--- config.mk ---
export PLATFORM = sky130hd
export DESIGN_NAME = hwwdt_top
export DESIGN_NICKNAME = d
export VERILOG_FILES = /design/src/hwwdt_pkg.sv /design/src/hwwdt_sync.sv /design/src/hwwdt_top.sv
export SDC_FILE = /design/constraint.sdc
export NUM_CORES = 1
export LEC_CHECK = 0
export ABC_AREA = 0
export BUFFER_PORTS_ARGS = -buffer_cell sky130_fd_sc_hd__clkbuf_2
export CORE_ASPECT_RATIO = 1.4
export CORE_MARGIN = 2
export CORE_UTILIZATION = 50
export DETAILED_ROUTE_END_ITERATION = 10
export PLACE_DENSITY = 0.7
export SKIP_LAST_GASP = 1
export SLEW_MARGIN = 10
export SYNTH_ARGS = -nofsm -noshare
export SYNTH_HDL_FRONTEND = slang
export SYNTH_SLANG_ARGS = --single-unit
export TNS_END_PERCENT = 20
--- constraint.sdc ---
create_clock -name clk_in -period 3.7 [get_ports clk_in]
set_clock_uncertainty 0.1 [all_clocks]
set_input_delay 0.74 -clock clk_in [delete_from_list [all_inputs] [get_ports clk_in]]
set_output_delay 0.74 -clock clk_in [all_outputs]
set_load 0.02 [all_outputs]
--- src/hwwdt_pkg.sv ---
// Package for the hardware watchdog timer: SFR addresses, field layouts,
// reset values, timing constants and the state carriers.
// Assumes a single 40 MHz peripheral clock domain.
package hwwdt_pkg;
	localparam logic [7:0] SERVICE_ADDR      = 8'ha6;   // watchdog_service, write only
	localparam logic [7:0] TIMEOUT_SEL_ADDR  = 8'ha7;   // watchdog_timeout_select
	localparam logic [7:0] UNLOCK_FIRST      = 8'h1e;
	localparam logic [7:0] UNLOCK_SECOND     = 8'he1;
	localparam int         SEL_LSB           = 0;
	localparam int         SEL_W             = 3;
	localparam logic [2:0] SEL_RESET         = 3'h0;
	localparam int         BASE_W            = 14;
	localparam logic [13:0] BASE_MAX         = 14'h3fff;
	localparam int         PRESC_W           = 7;
	localparam logic [6:0] PRESC_RESET       = 7'h00;
	localparam logic [13:0] BASE_RESET       = 14'h0000;
	// Reset pulse length in peripheral clock periods
	localparam int         RST_PULSE_PERIODS = 96;
	localparam logic [6:0] RST_PULSE_CYCLES  = 7'(RST_PULSE_PERIODS);
	localparam logic [6:0] PULSE_RESET       = 7'h00;
	// Peripheral clock cycles per machine cycle
	localparam int         MC_CLOCKS         = 6;
	localparam logic [2:0] MC_LAST           = 3'(MC_CLOCKS - 1);
	localparam logic [2:0] MC_RESET          = 3'h0;
	localparam logic [7:0] RESERVED_READ     = 8'h00;

	typedef enum logic [1:0] {
		HWWDT_OFF   = 2'b00,
		HWWDT_RUN   = 2'b01,
		HWWDT_PULSE = 2'b11
	} hwwdt_state_t;

	// SFR write/read bus from the core
	typedef struct packed {
		logic       wr;
		logic       rd;
		logic [7:0] addr;
		logic [7:0] wdata;
	} hwwdt_sfr_t;

	typedef struct packed {
		hwwdt_state_t state;
		logic         armed;     // 1EH seen, waiting for E1H
		logic [2:0]   sel;
		logic [2:0]   mc;        // machine cycle divider
		logic [6:0]   presc;
		logic [13:0]  base;
		logic [6:0]   pulse;
		logic [7:0]   rdata;
		logic         rst_n_q;
		logic         hold;      // waiting for wake interrupt to rise
	} hwwdt_regs_t;

	typedef struct packed {
		logic [1:0] s1;
		logic [1:0] s2;
	} hwwdt_sync_t;
endpackage

--- src/hwwdt_sync.sv ---
// Two flip-flop synchroniser for a level from outside the clock domain.
// Assumes the level stays stable for several clocks.
`timescale 1ns/10ps
`default_nettype none
module hwwdt_sync (
	input  wire logic clk_in,
	input  wire logic srst_in,
	input  wire logic ce_in,
	input  wire logic d_in,
	output logic      q_out
);
	logic [1:0] sr;
	logic [1:0] next_sr;

	// Only the second stage is ever seen outside
	always_comb begin
		next_sr = {sr[0], d_in};
	end

	always_ff @(posedge clk_in) begin
		if (srst_in) begin
			sr <= 2'h3;
		end else if (ce_in) begin
			sr <= next_sr;
		end
	end

	assign q_out = sr[1];
endmodule
`default_nettype wire

--- src/hwwdt_top.sv ---
// Hardware watchdog timer: SFR decode, unlock sequence, prescaled 14-bit
// counter and the timed low reset pulse. Assumes the core drives the SFR
// bus on clk_in and that ce_in falls low while the oscillator is stopped.
`timescale 1ns/10ps
`default_nettype none
// Overview of operation
// Writing 1EH then E1H to the service register enables the watchdog.
// After any reset the watchdog is disabled and does not count.
// While enabled the counter advances once per machine cycle.
// Once enabled only reset or own overflow disables it.
// 14-bit base counter overflowing at 3FFFH triggers a device reset.
// Repeating the 1EH, E1H pair clears the counter.
// Service register is write only; the count is never readable.
// Overflow drives a low reset pulse for 96 peripheral clocks.
// A prescaler of up to 2^7 stages extends the time-out.
// Select field picks 16384 times 2^field machine cycles.
// Time-out register at A7H, field resets to 000, upper bits reserved.
// Software never sets the reserved upper time-out bits.
// In power-down the count holds without advancing.
// After level interrupt wake-up, counting waits until the input is high.
// Software should service before power-down and after wake-up.
// Software should wake periodically from idle to service the watchdog.
// Any value other than E1H after 1EH discards the sequence; the code keeps it armed on a repeated 1EH.
// Power-down stops the oscillator; idle keeps peripherals clocked.
module hwwdt_top (
	input  wire logic                clk_in,
	input  wire logic                srst_in,
	input  wire logic                ce_in,
	input  wire hwwdt_pkg::hwwdt_sfr_t sfr_in,
	input  wire logic                pd_wake_in,
	input  wire logic                wake_int_n_in,
	output logic [7:0]               rdata_out,
	output logic                     rst_n_out,
	output logic                     enabled_out
);
	hwwdt_pkg::hwwdt_regs_t r;
	hwwdt_pkg::hwwdt_regs_t next_r;
	logic                   int_n_sync;
	logic                   wr_service;
	logic                   wr_sel;
	logic                   unlock_done;
	logic                   mc_tick;
	logic                   presc_done;
	logic                   base_ovf;
	logic [6:0]             presc_limit;

	// Wake interrupt pin comes from outside the clock domain
	hwwdt_sync u_int_sync (
		.clk_in  (clk_in),
		.srst_in (srst_in),
		.ce_in   (ce_in),
		.d_in    (wake_int_n_in),
		.q_out   (int_n_sync)
	);

	// SFR address decode
	always_comb begin
		wr_service = 1'b0;
		wr_sel     = 1'b0;
		if (sfr_in.wr && sfr_in.addr == hwwdt_pkg::SERVICE_ADDR) begin
			wr_service = 1'b1;
		end else if (sfr_in.wr && sfr_in.addr == hwwdt_pkg::TIMEOUT_SEL_ADDR) begin
			wr_sel = 1'b1;
		end
	end

	// Second byte must be the next service register write; writes to other addresses do not break it
	assign unlock_done = wr_service && r.armed && sfr_in.wdata == hwwdt_pkg::UNLOCK_SECOND;
	// Prescaler wraps after 2^sel machine cycles
	assign presc_limit = 7'((8'h01 << r.sel) - 8'h01);
	assign mc_tick     = (r.mc == hwwdt_pkg::MC_LAST) && !r.hold;
	assign presc_done  = mc_tick && (r.presc == presc_limit);
	assign base_ovf    = presc_done && (r.base == hwwdt_pkg::BASE_MAX);

	// Next-state logic for the whole block
	always_comb begin
		next_r = r;
		next_r.rdata = r.rdata;
		// Unlock tracking
		if (wr_service) begin
			next_r.armed = (sfr_in.wdata == hwwdt_pkg::UNLOCK_FIRST);
		end
		// Only the low select bits are stored; reserved bits read zero
		if (wr_sel) begin
			next_r.sel = sfr_in.wdata[hwwdt_pkg::SEL_LSB +: hwwdt_pkg::SEL_W];
		end
		// Read mux: service register and counter never return data
		if (sfr_in.rd && sfr_in.addr == hwwdt_pkg::TIMEOUT_SEL_ADDR) begin
			next_r.rdata = {5'h00, r.sel};
		end else if (sfr_in.rd) begin
			next_r.rdata = hwwdt_pkg::RESERVED_READ;
		end
		// Wake from level interrupt holds counting until the pin is high
		if (pd_wake_in && !int_n_sync) begin
			next_r.hold = 1'b1;
		end else if (int_n_sync) begin
			next_r.hold = 1'b0;
		end
		case (r.state)
			hwwdt_pkg::HWWDT_OFF: begin
				next_r.rst_n_q = 1'b1;
				if (unlock_done) begin
					next_r.state = hwwdt_pkg::HWWDT_RUN;
					next_r.mc    = hwwdt_pkg::MC_RESET;
					next_r.presc = hwwdt_pkg::PRESC_RESET;
					next_r.base  = hwwdt_pkg::BASE_RESET;
				end
			end
			hwwdt_pkg::HWWDT_RUN: begin
				// No write path leads back to OFF
				if (unlock_done) begin
					next_r.mc    = hwwdt_pkg::MC_RESET;
					next_r.presc = hwwdt_pkg::PRESC_RESET;
					next_r.base  = hwwdt_pkg::BASE_RESET;
				end else if (base_ovf) begin
					next_r.state   = hwwdt_pkg::HWWDT_PULSE;
					next_r.pulse   = hwwdt_pkg::PULSE_RESET;
					next_r.rst_n_q = 1'b0;
				end else if (!r.hold) begin
					next_r.mc = (r.mc == hwwdt_pkg::MC_LAST) ? hwwdt_pkg::MC_RESET : r.mc + 3'h1;
					if (mc_tick) begin
						next_r.presc = presc_done ? hwwdt_pkg::PRESC_RESET : r.presc + 7'h01;
						if (presc_done) begin
							next_r.base = r.base + 14'h0001;
						end
					end
				end
			end
			hwwdt_pkg::HWWDT_PULSE: begin
				// Pulse counts peripheral clocks; then the watchdog is off again
				if (r.pulse == hwwdt_pkg::RST_PULSE_CYCLES - 7'h01) begin
					next_r.state   = hwwdt_pkg::HWWDT_OFF;
					next_r.rst_n_q = 1'b1;
					next_r.armed   = 1'b0;
					next_r.sel     = hwwdt_pkg::SEL_RESET;
					next_r.base    = hwwdt_pkg::BASE_RESET;
					next_r.presc   = hwwdt_pkg::PRESC_RESET;
					next_r.mc      = hwwdt_pkg::MC_RESET;
				end else begin
					next_r.pulse   = r.pulse + 7'h01;
					next_r.rst_n_q = 1'b0;
				end
			end
			default: begin
				next_r.state = hwwdt_pkg::HWWDT_OFF;
			end
		endcase
	end

	// State register; ce_in low models the stopped oscillator
	always_ff @(posedge clk_in) begin
		if (srst_in) begin
			r.state   <= hwwdt_pkg::HWWDT_OFF;
			r.armed   <= 1'b0;
			r.sel     <= hwwdt_pkg::SEL_RESET;
			r.mc      <= hwwdt_pkg::MC_RESET;
			r.presc   <= hwwdt_pkg::PRESC_RESET;
			r.base    <= hwwdt_pkg::BASE_RESET;
			r.pulse   <= hwwdt_pkg::PULSE_RESET;
			r.rdata   <= hwwdt_pkg::RESERVED_READ;
			r.rst_n_q <= 1'b1;
			r.hold    <= 1'b0;
		end else if (ce_in) begin
			r <= next_r;
		end
	end

	assign rdata_out   = r.rdata;
	assign rst_n_out   = r.rst_n_q;
	assign enabled_out = (r.state != hwwdt_pkg::HWWDT_OFF);
endmodule
`default_nettype wire

Yosys cells after proc, flatten, opt, wreduce, memory -nomap -nowiden
Index checks and enable logic that the tools add are counted.
{ "classes": {"div_mod_pow": 0, "reduce_logical": 25, "shift": 1, "order_cmp": 0, "mul": 0, "n_bitwise": 0, "mux": 32, "add_sub_neg": 5, "eq_ne": 19} }
{ "ops": {"columns": ["operator", "count"], "rows": [
  ["$mux 24", 4],
  ["$pmux 24 s3", 1],
  ["$mux 30", 1],
  ["$mux 7", 4],
  ["$eq 8x8->1 const B", 3],
  ["$mux 21", 1],
  ["$mux 8", 2],
  ["$add 14x1->14 const B", 1],
  ["$add 7x1->7 const B", 2],
  ["$eq 14x14->1 const B", 1],
  ["$mux 14", 1],
  ["$pmux 7 s2", 1],
  ["$ne 3x3->1 const B", 4],
  ["$ne 2x2->1 const B", 5],
  ["$reduce_and 5->1", 2],
  ["$logic_and 1x1->1", 9],
  ["$mux 1", 9],
  ["$eq 8x5->1 const B", 1],
  ["$reduce_and 8->1", 1],
  ["$reduce_bool 2->1", 4],
  ["$eq 7x7->1", 1],
  ["$eq 7x7->1 const B", 1],
  ["$reduce_and 7->1", 1],
  ["$shl 1x3->7 const A", 1],
  ["16 further kinds", 21]
]} }
{ "word_totals": {"ram_bits": 0, "output_inout_bits": 10, "memories": 0, "latchBits": 0, "rom_bits": 0, "in_bits": 23, "wordCells": 93, "register_bits": 49} }

Longest topological paths before layout
Gate-level depths: netlist of the first run.
{ "logic_depth": {"depth_word": 10, "depth_mapped": 12, "depth_no_buf": 10} }

Hierarchy
Synthesis of the first run repeated with hierarchy kept, for this count alone.
{ "unflattened": {"cells_unflattened": 316, "hier_area_um2": 2645.0} }
{ "by_module_without_submodules": {"columns": ["module", "seq_area_each_um2", "cells_each", "area_each_um2", "instances"], "rows": [
  ["hwwdt_top", 840.8, 310, 2575.0, 1],
  ["hwwdt_sync", 40.0, 6, 70.1, 1]
]} }

Least setup slack after synthesis of the first run
No wires, ideal clock.
{ "synth_path": {"path_type": "register to register", "start": "register r[43] (netlist name)", "end": "register r[13] (netlist name)", "stages_incl_launch_ff": 12, "period_less_slack_ns": 2.902, "setup_time_ns": 0.123, "setup_slack_ns": 0.798, "n_path_buf": 1, "required_ns": 3.477, "arrival_ns": 2.678, "path_cell_list": "dfxtp_1 > clkbuf_1 > nor2_1 > nand2_1 > ha_1 > or3b_2 > a21o_1 > a32oi_4 > nand4_4 > a21oi_2 > nand4_1 > mux2_1"} }
{ "synth_between": {"elab_chain_cells": 7} }
{ "synth_rtl": {"columns": ["element", "line_no", "text"], "rows": [
  ["from (decl)", "hwwdt_top.sv:36", "hwwdt_pkg::hwwdt_regs_t r;"],
  ["from (signal assigned)", "hwwdt_top.sv:164", "r <= next_r;"],
  ["$shl 1x3->7", "hwwdt_top.sv:70", "assign presc_limit = 7'((8'h01 << r.sel) - 8'h01);"],
  ["$sub 7x1->7", "hwwdt_top.sv:70", null],
  ["$eq 7x7->1", "hwwdt_top.sv:72", "assign presc_done = mc_tick && (r.presc == presc_limit);"],
  ["$logic_and 1x1->1", "hwwdt_top.sv:72", null],
  ["$logic_and 1x1->1", "hwwdt_top.sv:73", "assign base_ovf = presc_done && (r.base == hwwdt_pkg::BASE_MAX);"],
  ["$ne 2x2->1 (no line)", null, null],
  ["$reduce_and 5->1 (no line)", null, null]
]} }
No other way between the ends.
A chain may end at the register's enable or synchronous reset.

Worst setup path in the final report of the first run
{ "layout_path": {"start": "register r[43] (netlist name)", "end": "register r[30] (netlist name)"} }
{ "layout_between": {"elab_chain_cells": 7, "elab_cells_between_ends": 8, "cone_classes": "1 x add/sub; 3 x eq/ne; 1 x shift; 3 x reduce/logical"} }
{ "layout_rtl": {"columns": ["element", "line_no"], "rows": [
  ["$shl 1x3->7 (*)", "hwwdt_top.sv:70"],
  ["$sub 7x1->7 (*)", "hwwdt_top.sv:70"],
  ["$eq 7x7->1 (*)", "hwwdt_top.sv:72"],
  ["$logic_and 1x1->1 (*)", "hwwdt_top.sv:72"],
  ["$logic_and 1x1->1", "hwwdt_top.sv:73"],
  ["$ne 3x3->1 (no line)", null],
  ["$reduce_and 8->1 (no line) (*)", null]
]} }
Every way passes the cells marked *; elsewhere a longest branch is shown, timed or not.

==> results of run 1 <==
[metrics by stage]
| step | hold WS, ns | power [mW] | setup slack, ns |
|---|---|---|---|
| after floorplan | 0.319 | 0.539 | 0.798 |
| after global placement | 0.328 | 0.560 | 0.579 |
| after detailed placement | 0.340 | 0.561 | 0.485 |
| after CTS | 0.354 | 0.964 | 0.445 |
| after global routing | 0.388 | 0.989 | 0.191 |
| final | 0.350 | 0.956 | 0.434 |
[layout make-up]
type,instances,area [µm²]
fill,504,2260
multi-input combinational,262,1700
sequential,44,881
timing repair buffer,30,158
clock buffer,7,96.3
tap,66,82.6
clock inverter,1,30.0
inverter,8,30.0
[worst max-delay path, cell delays in order (launching register included)]
cell and delay [ns]:
sky130_fd_sc_hd__dfxtp_1 0.44, sky130_fd_sc_hd__or3_4 0.45, sky130_fd_sc_hd__ha_1 0.29, sky130_fd_sc_hd__or4_1 0.49
sky130_fd_sc_hd__o211ai_1 0.30, sky130_fd_sc_hd__and4_1 0.39, sky130_fd_sc_hd__nand4b_2 0.27, sky130_fd_sc_hd__nand2b_1 0.27
sky130_fd_sc_hd__o31ai_1 0.18
[logic make-up (layout without fill, tap and decap cells)]
group           count (synthesis)  count (layout)  share of synthesized area, %
flops                          44              44                          32.2
fa+ha+maj                       4               4                          1.83
compound gates                 88              88                          22.8
xor+xnor                        9               9                          2.88
mux                             7               7                          2.60
other cells                     1               5                         0.137
simple gates                  149             149                          31.3
buf+inv                        33              46                          6.26
[per-layer routing]
layer  track usage (%)  up-vias
li1                  -     1264
met4              7.82        0
met2              40.6       50
met1              24.3     1182
met5                 0        -
met3              3.22       11
[Yosys cell counts (3+ instances only)]
| library cell | instances | area share [%] |
|---|---|---|
| sky130_fd_sc_hd__mux2i_1 | 6 | 2.2 |
| sky130_fd_sc_hd__o31ai_1 | 8 | 2.2 |
| sky130_fd_sc_hd__and2_1 | 7 | 1.6 |
| sky130_fd_sc_hd__o21ai_0 | 11 | 2.0 |
| sky130_fd_sc_hd__inv_1 | 8 | 1.1 |
| sky130_fd_sc_hd__and3_1 | 7 | 1.6 |
| sky130_fd_sc_hd__nand2_1 | 35 | 4.8 |
| sky130_fd_sc_hd__xor2_1 | 3 | 0.96 |
| sky130_fd_sc_hd__o211ai_1 | 14 | 3.8 |
| sky130_fd_sc_hd__and4_1 | 4 | 1.3 |
| sky130_fd_sc_hd__a211oi_1 | 4 | 1.1 |
| sky130_fd_sc_hd__nand3b_1 | 5 | 1.4 |
| sky130_fd_sc_hd__ha_1 | 4 | 1.8 |
| sky130_fd_sc_hd__buf_4 | 8 | 2.2 |
| sky130_fd_sc_hd__nor3b_1 | 3 | 0.82 |
| sky130_fd_sc_hd__a211o_1 | 3 | 0.96 |
| sky130_fd_sc_hd__xnor2_1 | 6 | 1.9 |
| sky130_fd_sc_hd__nor3_1 | 3 | 0.55 |
| sky130_fd_sc_hd__clkbuf_1 | 13 | 1.8 |
| sky130_fd_sc_hd__a22oi_1 | 3 | 0.82 |
| sky130_fd_sc_hd__nand3_1 | 15 | 2.7 |
| sky130_fd_sc_hd__nand2b_1 | 6 | 1.4 |
| sky130_fd_sc_hd__a21oi_1 | 26 | 4.8 |
| sky130_fd_sc_hd__nor4bb_1 | 4 | 1.5 |
| sky130_fd_sc_hd__dfxtp_1 | 44 | 32 |
| sky130_fd_sc_hd__nand4_1 | 12 | 2.7 |
| sky130_fd_sc_hd__nor2_1 | 25 | 3.4 |
[sequential cells by signal, indices dropped and copies added, names as in the netlist]
register / count
rst_n_out: 1
u_int_sync.sr: 2
r: 38
rdata_out: 3
[power by group through the flow]
stage	sequential [mW]	clock (mW)	combinational [mW]
global placement	0.493	0	0.0671
global route	0.483	0.430	0.0763
finish	0.482	0.406	0.0675
CTS	0.482	0.415	0.0678
floorplan	0.490	0	0.0488
detailed placement	0.493	0	0.0676
[path summary, 6_finish.rpt]
kind / endpoint / slack [ns] / cells past startpoint
setup / recovery: r[30]$_SDFFE_PP0P_ / 0.43 / 8
hold / removal: r[0]$_SDFFE_PP0P_ / 0.35 / 1
setup reg to reg: r[30]$_SDFFE_PP0P_ / 0.43 / 8
hold reg to reg: r[0]$_SDFFE_PP0P_ / 0.35 / 1
==> results.md, run 1 <==
- The minimum clock period after layout is 3.27 ns.
- The via count of the first global-routing pass is 2512.
- After floorplanning, the core was sized to cover 5240 µm².
- The number of sinks handled by clock tree synthesis is 44.
- The synthesized design contains 0 enable-type register cells.
- Synthesis instantiated 62 different standard cells from the library.
- The standard cell area after detailed placement is 2850 µm².
- The wire length on met2 is 3200 µm.
- The number of failing hold endpoints at the final stage is 0.
- Including well taps, the total number of placed cells is 410.
- The clock-pin slew on the worst setup and hold paths is 0.08 ns.
- Wire segments on met3 add up to 212 µm in the final route.
- The register area share after synthesis is 32.2%.
- The portion of total power attributed to the clock network is 42.5%.
- In the global route stage, overall resource usage came out at 21.9%.
- Leaving out fill and tap cells, the most frequent cell in the layout is sky130_fd_sc_hd__dfxtp_1.
- The final instance area is 2980 µm².
- The max-cap check violation count is 0.
- The cell-internal power is 0.740 mW.
- The switching share of total power is 22.6%.
- The wire length of the first global-routing pass is 10600 µm.
- After synthesis, the share of flip-flops with an asynchronous set or reset is 0%.
- The die is 66.6 µm wide.
- The startpoint identified for the worst register-to-register timing path is r[43]$_SDFFE_PP0P_.
- For this block, the initial DRC count from the detailed router was 135.
- The average instance area after synthesis is 8.18 µm².
- The most critical setup path has its startpoint at r[43]$_SDFFE_PP0P_.
- The number of cells upsized or downsized after cts is 0.
- The routed length on met1 is 2580 µm.
- In this run, flip-flops and latches consume 50.4% of the power.
- The areal power density over the cells is 321 nW/µm².
- The highest layer touched by signal routing is met4.
- At the end of routability-driven placement, the weighted congestion stood at 0.815.
- The synthesized cell area is 2740 µm².
- After routing, the total negative slack on setup checks comes to 0 ns.
- The analysis attributes to cell leakage a power of 1.04 nW.
- The worst setup path is captured at a flip-flop.
- From synthesis to final layout, the design area changed by 8.77%.
- The initial standard-cell utilization of the core is 52.3%.
- Setup repair after global routing left no endpoint under its margin.
- TritonCTS built the clock tree.
- During placement, the flow inserted port buffers numbering 27.
- The count of nets after finishing is 378.
- The min-delay analysis places its worst path in the category reg2reg.
- The maximum resistive drop on vdd is 219 µV.
- The die covers 6090 µm².
- CTS built an H-tree with a depth of 2.
- The count of mapped cells out of synthesis is 335.
- Among all flip-flop cells after synthesis, the most frequent one is sky130_fd_sc_hd__dfxtp_1.
- STA classifies the critical path startpoint as a flip-flop.
- The library cells used most frequently in the layout, excluding fill and tap cells, are sky130_fd_sc_hd__dfxtp_1 (44), sky130_fd_sc_hd__nand2_1 (35), sky130_fd_sc_hd__clkbuf_2 (27).
- The final setup violation count is 0.
- The transition time at the pin with the least slew margin is 0.749 ns.
- The number of vias per cell after detailed routing is 6.00.
- The largest net degree at the start of global routing is 27.
- After global routing the overflow that remains totals 0.
- The run finished with clean final reports.
- The arrival time at the worst endpoint is 3.38 ns.
- The final max-slew violation count was 0.
- The analysis attributes to net switching a power of 0.216 mW.
- The wire length after detailed routing is 6130 µm.
- Row generation in the floorplan step produced 31 rows.
- The post-CTS setup buffer count is 0.
- For this run, the share of the core covered by cells in the final layout is 56.9%.
- The final routed DRC violation total is 0.
- The number of primary I/O pins is 33.
- The number of vias in the routed layout is 2507.
- The root buffer cell is sky130_fd_sc_hd__clkbuf_8.
- Dividing the final minimum period by the clock period gives 88.3%.
- The average wire length per cell after detail routing is 14.7 µm.
- Once detailed placement completed, the half-perimeter wirelength came to 4610 µm.
- The layout cell share with drive strength beyond 1 is 15.1%.
- In this run the most critical hold path is launched from u_int_sync.sr[1]$_SDFFE_PP1P_.
- The initial antenna violation count is 0.
- The number of diodes added for antenna fixing is 0.
- The number of buffers inserted during clock tree synthesis is 5.
- For this run, the number of Yosys warnings is 0.
- The count of hold buffers inserted by post-cts repair is 0.
- Data on the critical path is required at its endpoint by 3.81 ns.
- Timing would allow up to 0.306 GHz.
- For this run, the detailed router's first-pass iteration total came to 4.
- In this run the worst path has a maximum fanout of 15.
- After the flow finishes, the layout carries non-filler instances totaling 418.
- The count of state elements after synthesis is 44.
- The y dimension of the die is 91.6 µm.
- Headroom to the max-slew limit came out at 50.1%.
- The clock latency on the worst-skew pair is 0.30 ns.
- No sink is reached through more buffers than the 2 on the longest clock path.
- In this run the remaining antenna-violating nets after routing total 0.
- The part of the power in combinational logic is 7.1%.
- The path type of the worst setup path is reg2reg.
No activity file was read; power rests on OpenSTA's default activity.
==> run 2: changes to the inputs <==
--- a/config.mk
+++ b/config.mk
@@ -11,10 +11,10 @@
 export CORE_MARGIN = 2
 export CORE_UTILIZATION = 50
 export DETAILED_ROUTE_END_ITERATION = 10
-export PLACE_DENSITY = 0.7
+export PLACE_DENSITY_LB_ADDON = 0.1
 export SKIP_LAST_GASP = 1
 export SLEW_MARGIN = 10
 export SYNTH_ARGS = -nofsm -noshare
 export SYNTH_HDL_FRONTEND = slang
 export SYNTH_SLANG_ARGS = --single-unit
-export TNS_END_PERCENT = 20
+export TNS_END_PERCENT = 50
==> constraint.sdc (replaced) <==
create_clock -name clk_in -period 3.7 [get_ports clk_in]
set_clock_uncertainty 0.1 [all_clocks]
set_input_delay 0.185 -clock clk_in [delete_from_list [all_inputs] [get_ports clk_in]]
set_output_delay 0.185 -clock clk_in [all_outputs]
set_load 0.02 [all_outputs]
==> run 2 against run 1 <==
Net effect:
- power is 11% lower
- largest cell class unchanged
- sequential power hardly changed
- wire length is 1.6% higher
- register-to-register slack hardly changed
- fmax is 0.43% lower
- largest power group unchanged
==> results.md, run 2 (synthesized netlist as in run 1, its figures left out) <==
- The maximum buffer depth of the clock tree was 2 (unchanged).
- The placeable core area came to 5240 µm² (unchanged).
- The worst hold-check path type is in2reg (was reg2reg).
- The static leakage is 1.02 nW (was 1.04 nW).
- Unrepaired setup endpoints after global routing: false (unchanged).
- The max-cap check violation count is 0 (unchanged).
- Status: finished clean (unchanged).
- The number of vias per cell after detailed routing came to 6.02 (was 6.00).
- The post-CTS setup buffer count came to 0 (unchanged).
- The total congestion overflow is 0 (unchanged).
- The y dimension of the die is 91.6 µm (unchanged).
- The routed length on met1 came to 2650 µm (was 2580 µm).
- The final setup violation count came to 0 (unchanged).
- The number of cells upsized or downsized after cts was 0 (unchanged).
- The number of sinks handled by clock tree synthesis is 44 (unchanged).
- The final max-slew violation count is 0 (unchanged).
- The wire length on met2 is 3270 µm (was 3200 µm).
- The initial standard-cell utilization of the core is 52.3% (unchanged).
- The path type of the worst setup path is reg2reg (unchanged).
- The count of nets after finishing is 378 (unchanged).
- The number of diodes added for antenna fixing is 0 (unchanged).
- The width of the chip came to 66.6 µm (unchanged).
- The areal power density over the cells was 288 nW/µm² (was 321 nW/µm²).
- The number of rows created at floorplan is 31 (unchanged).
- The post-route setup TNS is 0 ns (unchanged).
- The final RePlAce weighted congestion came to 0.854 (was 0.815).
- The maximum resistive drop on vdd is 189 µV (was 219 µV).
- The wire length of the first global-routing pass is 10800 µm (was 10600 µm).
- The clock latency on the worst-skew pair is 0.30 ns (about the same).
- The global router's overall resource usage is 22.2% (was 21.9%).
- The final routed DRC violation total is 0 (unchanged).
- The routed wire length on met3 came to 212 µm (unchanged).
- The layout cell share with drive strength beyond 1 is 14.5% (was 15.1%).
- The level count of the clock H-tree is 2 (unchanged).
- The arrival time at the worst endpoint is 3.40 ns (was 3.38 ns).
- The number of nets with antenna violations after detailed routing is 0 (unchanged).
- The number of I/O port buffers came to 27 (unchanged).
- The portion of the clock cycle consumed by the worst path in the final layout is 88.7% (was 88.3%).
- The nature of the critical path startpoint is a flip-flop (unchanged).
- The via count of the first global-routing pass is 2435 (was 2512).
- The headroom to the max-slew limit is 51.1% (was 50.1%).
- The length of the first detailed-routing pass in iterations is 4 (unchanged).
- The endpoint type of the worst setup path is a flip-flop (unchanged).
- The number of failing hold endpoints at the final stage is 0 (unchanged).
- The root buffer cell is sky130_fd_sc_hd__clkbuf_8 (unchanged).
- The highest metal layer with signal wires is met4 (unchanged).
- The largest net degree at the start of global routing is 27 (unchanged).
- The minimum clock period after layout is 3.28 ns (was 3.27 ns).
- The maximum fanout count along the critical path was 15 (unchanged).
- The worst hold margin is 0.0617 ns (was 0.350 ns).
- The wire length after detailed routing is 6230 µm (was 6130 µm).
- The register name with the most flops is r (unchanged).
- The most common library cell in the layout ignoring fill and taps is sky130_fd_sc_hd__dfxtp_1 (unchanged).
- The flip-flop count of the largest register, all copies and words added was 38 (unchanged).
- The total die area was 6090 µm² (unchanged).
- The detailed router's first-iteration violation count is 82 (was 135).
- The count of hold buffers inserted by post-cts repair is 1 (was 0).
- The area overhead of the layout relative to synthesis is 7.22% (was 8.77%).
- The TritonCTS clock tree is built (unchanged).
- The number of vias in the routed layout was 2510 (was 2507).
- The required time of the critical path is 3.82 ns (was 3.81 ns).
- Top library cells by usage in the layout, fill and taps aside: sky130_fd_sc_hd__dfxtp_1 (44), sky130_fd_sc_hd__nand2_1 (35), sky130_fd_sc_hd__clkbuf_2 (27) (unchanged).
- The average wire length per cell after detail routing is 14.9 µm (was 14.7 µm).
- The clock-pin slew on the worst setup and hold paths is 0.08 ns (about the same).
- The initial antenna violation count came to 0 (unchanged).
- The transition time at the pin with the least slew margin is 0.733 ns (was 0.749 ns).
- The maximum clock frequency is 0.305 GHz (was 0.306 GHz).
- The number of buffers inserted during clock tree synthesis is 5 (unchanged).
- The estimated wirelength of the detail-placed design came to 4710 µm (was 4610 µm).
- The number of primary I/O pins is 33 (unchanged).
[run 2: cell type report]
cell class / count / area [µm²]
clock buffer: 5 / 68.8
timing repair buffer: 30 / 160
multi-input combinational: 262 / 1700
sequential: 44 / 881
tap: 66 / 82.6
clock inverter: 2 / 12.5
inverter: 8 / 30.0
fill: 536 / 2300
[run 2: metrics by stage]
stage / cells / util, % / power [mW] / setup WS [ns] / area, µm²
floorplan: 339 / - / 0.539 / 0.798 / 2750
global placement: 409 / 54.3 / 0.560 / 0.546 / 2850
detailed placement: 409 / 54.3 / 0.560 / 0.462 / 2850
CTS: 417 / 56.1 / 0.854 / 0.445 / 2940
global route: 417 / 56.1 / 0.879 / 0.148 / 2940
finish: 417 / 56.1 / 0.847 / 0.419 / 2940
[run 2: worst paths after layout]
kind                                               startpoint                  to  slack (ns)  cells past startpoint
worst max-delay path                       r[43]$_SDFFE_PP0P_  r[28]$_SDFFE_PP0P_        0.42                      8
worst min-delay path                                sfr_in[0]  r[41]$_SDFFE_PP0P_        0.06                      3
worst max register to register             r[43]$_SDFFE_PP0P_  r[28]$_SDFFE_PP0P_        0.42                      8
worst min register to register  u_int_sync.sr[1]$_SDFFE_PP1P_   r[0]$_SDFFE_PP0P_        0.35                      1
[run 2: worst max-delay path, stage by stage, from the launching register on]
cell and delay [ns]:
sky130_fd_sc_hd__dfxtp_1 0.45, sky130_fd_sc_hd__or3_4 0.44, sky130_fd_sc_hd__ha_1 0.29, sky130_fd_sc_hd__or4_1 0.48, sky130_fd_sc_hd__o211ai_1 0.30, sky130_fd_sc_hd__and4_1 0.38, sky130_fd_sc_hd__nand4b_2 0.27, sky130_fd_sc_hd__nand2b_1 0.27
sky130_fd_sc_hd__o31ai_1 0.20
[run 2: routing by layer]
metal | global-route usage, % | up-vias
met5 | 0 | -
li1 | - | 1260
met2 | 39.9 | 47
met1 | 26.6 | 1195
met4 | 6.46 | 0
met3 | 3.22 | 8
[run 2: report_power, final]
group | internal (mW) | switching [mW] | total [mW]
clock network | 0.128 | 0.169 | 0.297
logic | 0.0248 | 0.0434 | 0.0682
registers | 0.477 | 0.00519 | 0.482
==> run 3: changes to the inputs <==
--- a/config.mk
+++ b/config.mk
@@ -6,11 +6,11 @@
 export NUM_CORES = 1
 export LEC_CHECK = 0
 export ABC_AREA = 0
-export BUFFER_PORTS_ARGS = -buffer_cell sky130_fd_sc_hd__clkbuf_2
 export CORE_ASPECT_RATIO = 1.4
 export CORE_MARGIN = 2
 export CORE_UTILIZATION = 50
 export DETAILED_ROUTE_END_ITERATION = 10
+export DONT_BUFFER_PORTS = 1
 export PLACE_DENSITY_LB_ADDON = 0.1
 export SKIP_LAST_GASP = 1
 export SLEW_MARGIN = 10
==> run 3 against run 2 <==
Net effect:
- flip-flop and latch count unchanged
- sequential share of layout area increased by 0.72 points
- non-clock buffer count decreased by 20
- power decreased by 1.9%
- first-iteration DRC count increased by 37%
- via count decreased by 2.6%
- final cell count decreased by 4.8%
- highest routed layer unchanged
- global-route usage decreased by 0.25 points
- combinational power decreased by 17%
- utilization decreased by 1.3 points
- critical endpoint unchanged
- sequential power about the same
- die area unchanged
==> results.md, run 3 (synthesized netlist as in run 1, its figures left out) <==
- The capture point of the worst reg-to-reg path is r[28]$_SDFFE_PP0P_ (unchanged).
- The count of nets after finishing is 358 (was 378).
- The area overhead of the layout relative to synthesis is 4.71% (was 7.22%).
- The worst reg-to-reg path cell count is 8 (unchanged).
- The initial standard-cell utilization of the core was 52.3% (unchanged).
- The hold path endpoint is r[0]$_SDFFE_PP0P_ (was r[41]$_SDFFE_PP0P_).
- The nature of the critical path startpoint is a flip-flop (unchanged).
- The final max-slew violation count is 0 (unchanged).
- The headroom to the max-slew limit is 47.6% (was 51.1%).
- The root buffer cell is sky130_fd_sc_hd__clkbuf_8 (unchanged).
- The reg-to-reg critical path startpoint is r[43]$_SDFFE_PP0P_ (unchanged).
- The y dimension of the die is 91.6 µm (unchanged).
- The number of sinks handled by clock tree synthesis came to 44 (unchanged).
- The worst hold margin was 0.0146 ns (was 0.0617 ns).
- The final RePlAce weighted congestion is 0.828 (was 0.854).
- The critical hold path startpoint is pd_wake_in (was sfr_in[0]).
- Status: finished clean (unchanged).
- The post-placement worst setup slack is 0.474 ns (was 0.462 ns).
- The number of cells upsized or downsized after cts came to 0 (unchanged).
- The area taken by flip-flops and latches was 881 µm² (unchanged).
- The worst hold path cell count is 2 (was 3).
- The minimum clock period after layout came to 3.24 ns (was 3.28 ns).
- The maximum fanout count along the critical path was 15 (unchanged).
- The clock-pin slew on the worst setup and hold paths came to 0.08 ns (about the same).
- The static leakage was 0.930 nW (was 1.02 nW).
- The placed instance count is 382 (was 409).
- The flip-flop count of the largest register, all copies and words added was 38 (unchanged).
- The number of failing hold endpoints at the final stage was 0 (unchanged).
- The initial antenna violation count was 0 (unchanged).
- The max-cap check violation count is 0 (unchanged).
- The areal power density over the cells came to 290 nW/µm² (was 288 nW/µm²).
- The endpoint type of the worst setup path is a flip-flop (unchanged).
- The total power came to 0.830 mW (was 0.847 mW).
- The worst reg-to-reg setup slack is 0.46 ns (was 0.42 ns).
- The number of primary I/O pins is 33 (unchanged).
- The arrival time at the worst endpoint is 3.36 ns (was 3.40 ns).
- The maximum resistive drop on vdd is 161 µV (was 189 µV).
- The final setup violation count is 0 (unchanged).
- The TritonCTS clock tree is built (unchanged).
- The number of diodes added for antenna fixing is 0 (unchanged).
- The portion of the clock cycle consumed by the worst path in the final layout is 87.7% (was 88.7%).
- The number of vias in the routed layout is 2445 (was 2510).
- The wire length after detailed routing is 6270 µm (was 6230 µm).
- The total die area is 6090 µm² (unchanged).
- The maximum clock frequency is 0.308 GHz (was 0.305 GHz).
- The placeable core area was 5240 µm² (unchanged).
- The detailed router's first-iteration violation count is 112 (was 82).
- The non-filler instance count after layout is 397 (was 417).
- The number of fill cells is 501 (was 536).
- The global router's overall resource usage is 22.0% (was 22.2%).
- The maximum buffer depth of the clock tree is 2 (unchanged).
- The transition time at the pin with the least slew margin is 0.783 ns (was 0.733 ns).
- The number of nets with antenna violations after detailed routing is 0 (unchanged).
- The wire length of the first global-routing pass was 10700 µm (was 10800 µm).
- The via count of the first global-routing pass came to 2322 (was 2435).
- The number of buffers inserted during clock tree synthesis is 5 (unchanged).
- The average wire length per cell after detail routing came to 15.8 µm (was 14.9 µm).
- The length of the first detailed-routing pass in iterations is 4 (unchanged).
- The clock latency on the worst-skew pair was 0.30 ns (about the same).
- The register name with the most flops is r (unchanged).
- The estimated wirelength of the detail-placed design is 4530 µm (was 4710 µm).
- The final routed DRC violation total was 0 (unchanged).
- The number of vias per cell after detailed routing was 6.16 (was 6.02).
- The path type of the worst setup path is reg2reg (unchanged).
- The number of rows created at floorplan is 31 (unchanged).
- The width of the chip is 66.6 µm (unchanged).
- The number of I/O port buffers is 0 (was 27).
- The most common library cell in the layout ignoring fill and taps was sky130_fd_sc_hd__dfxtp_1 (unchanged).
- The required time of the critical path is 3.82 ns (about the same).
- The total congestion overflow is 0 (unchanged).
- The layout cell share with drive strength beyond 1 is 6.95% (was 14.5%).
- The level count of the clock H-tree came to 2 (unchanged).
- The worst-case setup margin in the final layout is 0.456 ns (was 0.419 ns).
- The largest net degree at the start of global routing is 20 (was 27).
- Unrepaired setup endpoints after global routing: false (unchanged).
- Top library cells by usage in the layout, fill and taps aside: sky130_fd_sc_hd__dfxtp_1 (44), sky130_fd_sc_hd__nand2_1 (35), sky130_fd_sc_hd__a21oi_1 (26) (was sky130_fd_sc_hd__dfxtp_1 (44), sky130_fd_sc_hd__nand2_1 (35), sky130_fd_sc_hd__clkbuf_2 (27)).
- The area of combinational cells with multiple inputs is 1700 µm² (unchanged).
- The post-route setup TNS is 0 ns (unchanged).
- The worst hold-check path type is in2reg (unchanged).
[run 3: through the flow]
stage | utilization (%) | area (µm²)
after floorplan | - | 2750
after global placement | 51.8 | 2710
after detailed placement | 51.8 | 2710
after CTS | 54.8 | 2870
after global routing | 54.8 | 2870
final | 54.8 | 2870
[run 3: critical path, cell delays in order (launching register included)]
cell	delay, ns
sky130_fd_sc_hd__dfxtp_1	0.45
sky130_fd_sc_hd__or3_4	0.44
sky130_fd_sc_hd__ha_1	0.29
sky130_fd_sc_hd__or4_1	0.48
sky130_fd_sc_hd__o211ai_1	0.29
sky130_fd_sc_hd__and4_1	0.38
sky130_fd_sc_hd__nand4b_2	0.27
sky130_fd_sc_hd__nand2b_1	0.27
sky130_fd_sc_hd__o31ai_1	0.18
[run 3: power breakdown]
| group | leakage, nW | switching (mW) | internal (mW) |
|---|---|---|---|
| logic | 0.534 | 0.0363 | 0.0205 |
| clock network | 0.0410 | 0.163 | 0.129 |
| registers | 0.355 | 0.00521 | 0.477 |
[run 3: worst max-delay path by stage]
stage,from,slack [ns],to,cells after the start
after CTS,r[43]$_SDFFE_PP0P_,0.46,r[30]$_SDFFE_PP0P_,8
after global placement,r[43]$_SDFFE_PP0P_,0.57,r[28]$_SDFFE_PP0P_,8
after global routing,r[43]$_SDFFE_PP0P_,0.21,r[28]$_SDFFE_PP0P_,8
after detailed placement,r[43]$_SDFFE_PP0P_,0.47,r[30]$_SDFFE_PP0P_,8
after floorplan,r[43]$_SDFFE_PP0P_,0.80,r[13]$_SDFFE_PP0P_,11
final,r[43]$_SDFFE_PP0P_,0.46,r[28]$_SDFFE_PP0P_,8
[run 3: metal layers]
metal	vias up	global-route usage [%]	wire, µm
met5	-	0	0
met4	0	7.82	110
met3	10	4.09	265
met2	44	38.8	3250
met1	1172	25.7	2650
li1	1219	-	-
[run 3: cell type report]
| class | instances | area share, % |
|---|---|---|
| multi-input combinational | 262 | 59.3 |
| sequential | 44 | 30.7 |
| timing repair buffer | 10 | 3.32 |
| tap | 66 | 2.88 |
| clock buffer | 6 | 2.53 |
| inverter | 8 | 1.05 |
| clock inverter | 1 | 0.175 |
[run 3: timing repair]
action	CTS	global route
hold endpoints to repair	22	0
setup endpoints to repair	0	0
setup buffers	0	0
hold buffers	8	0
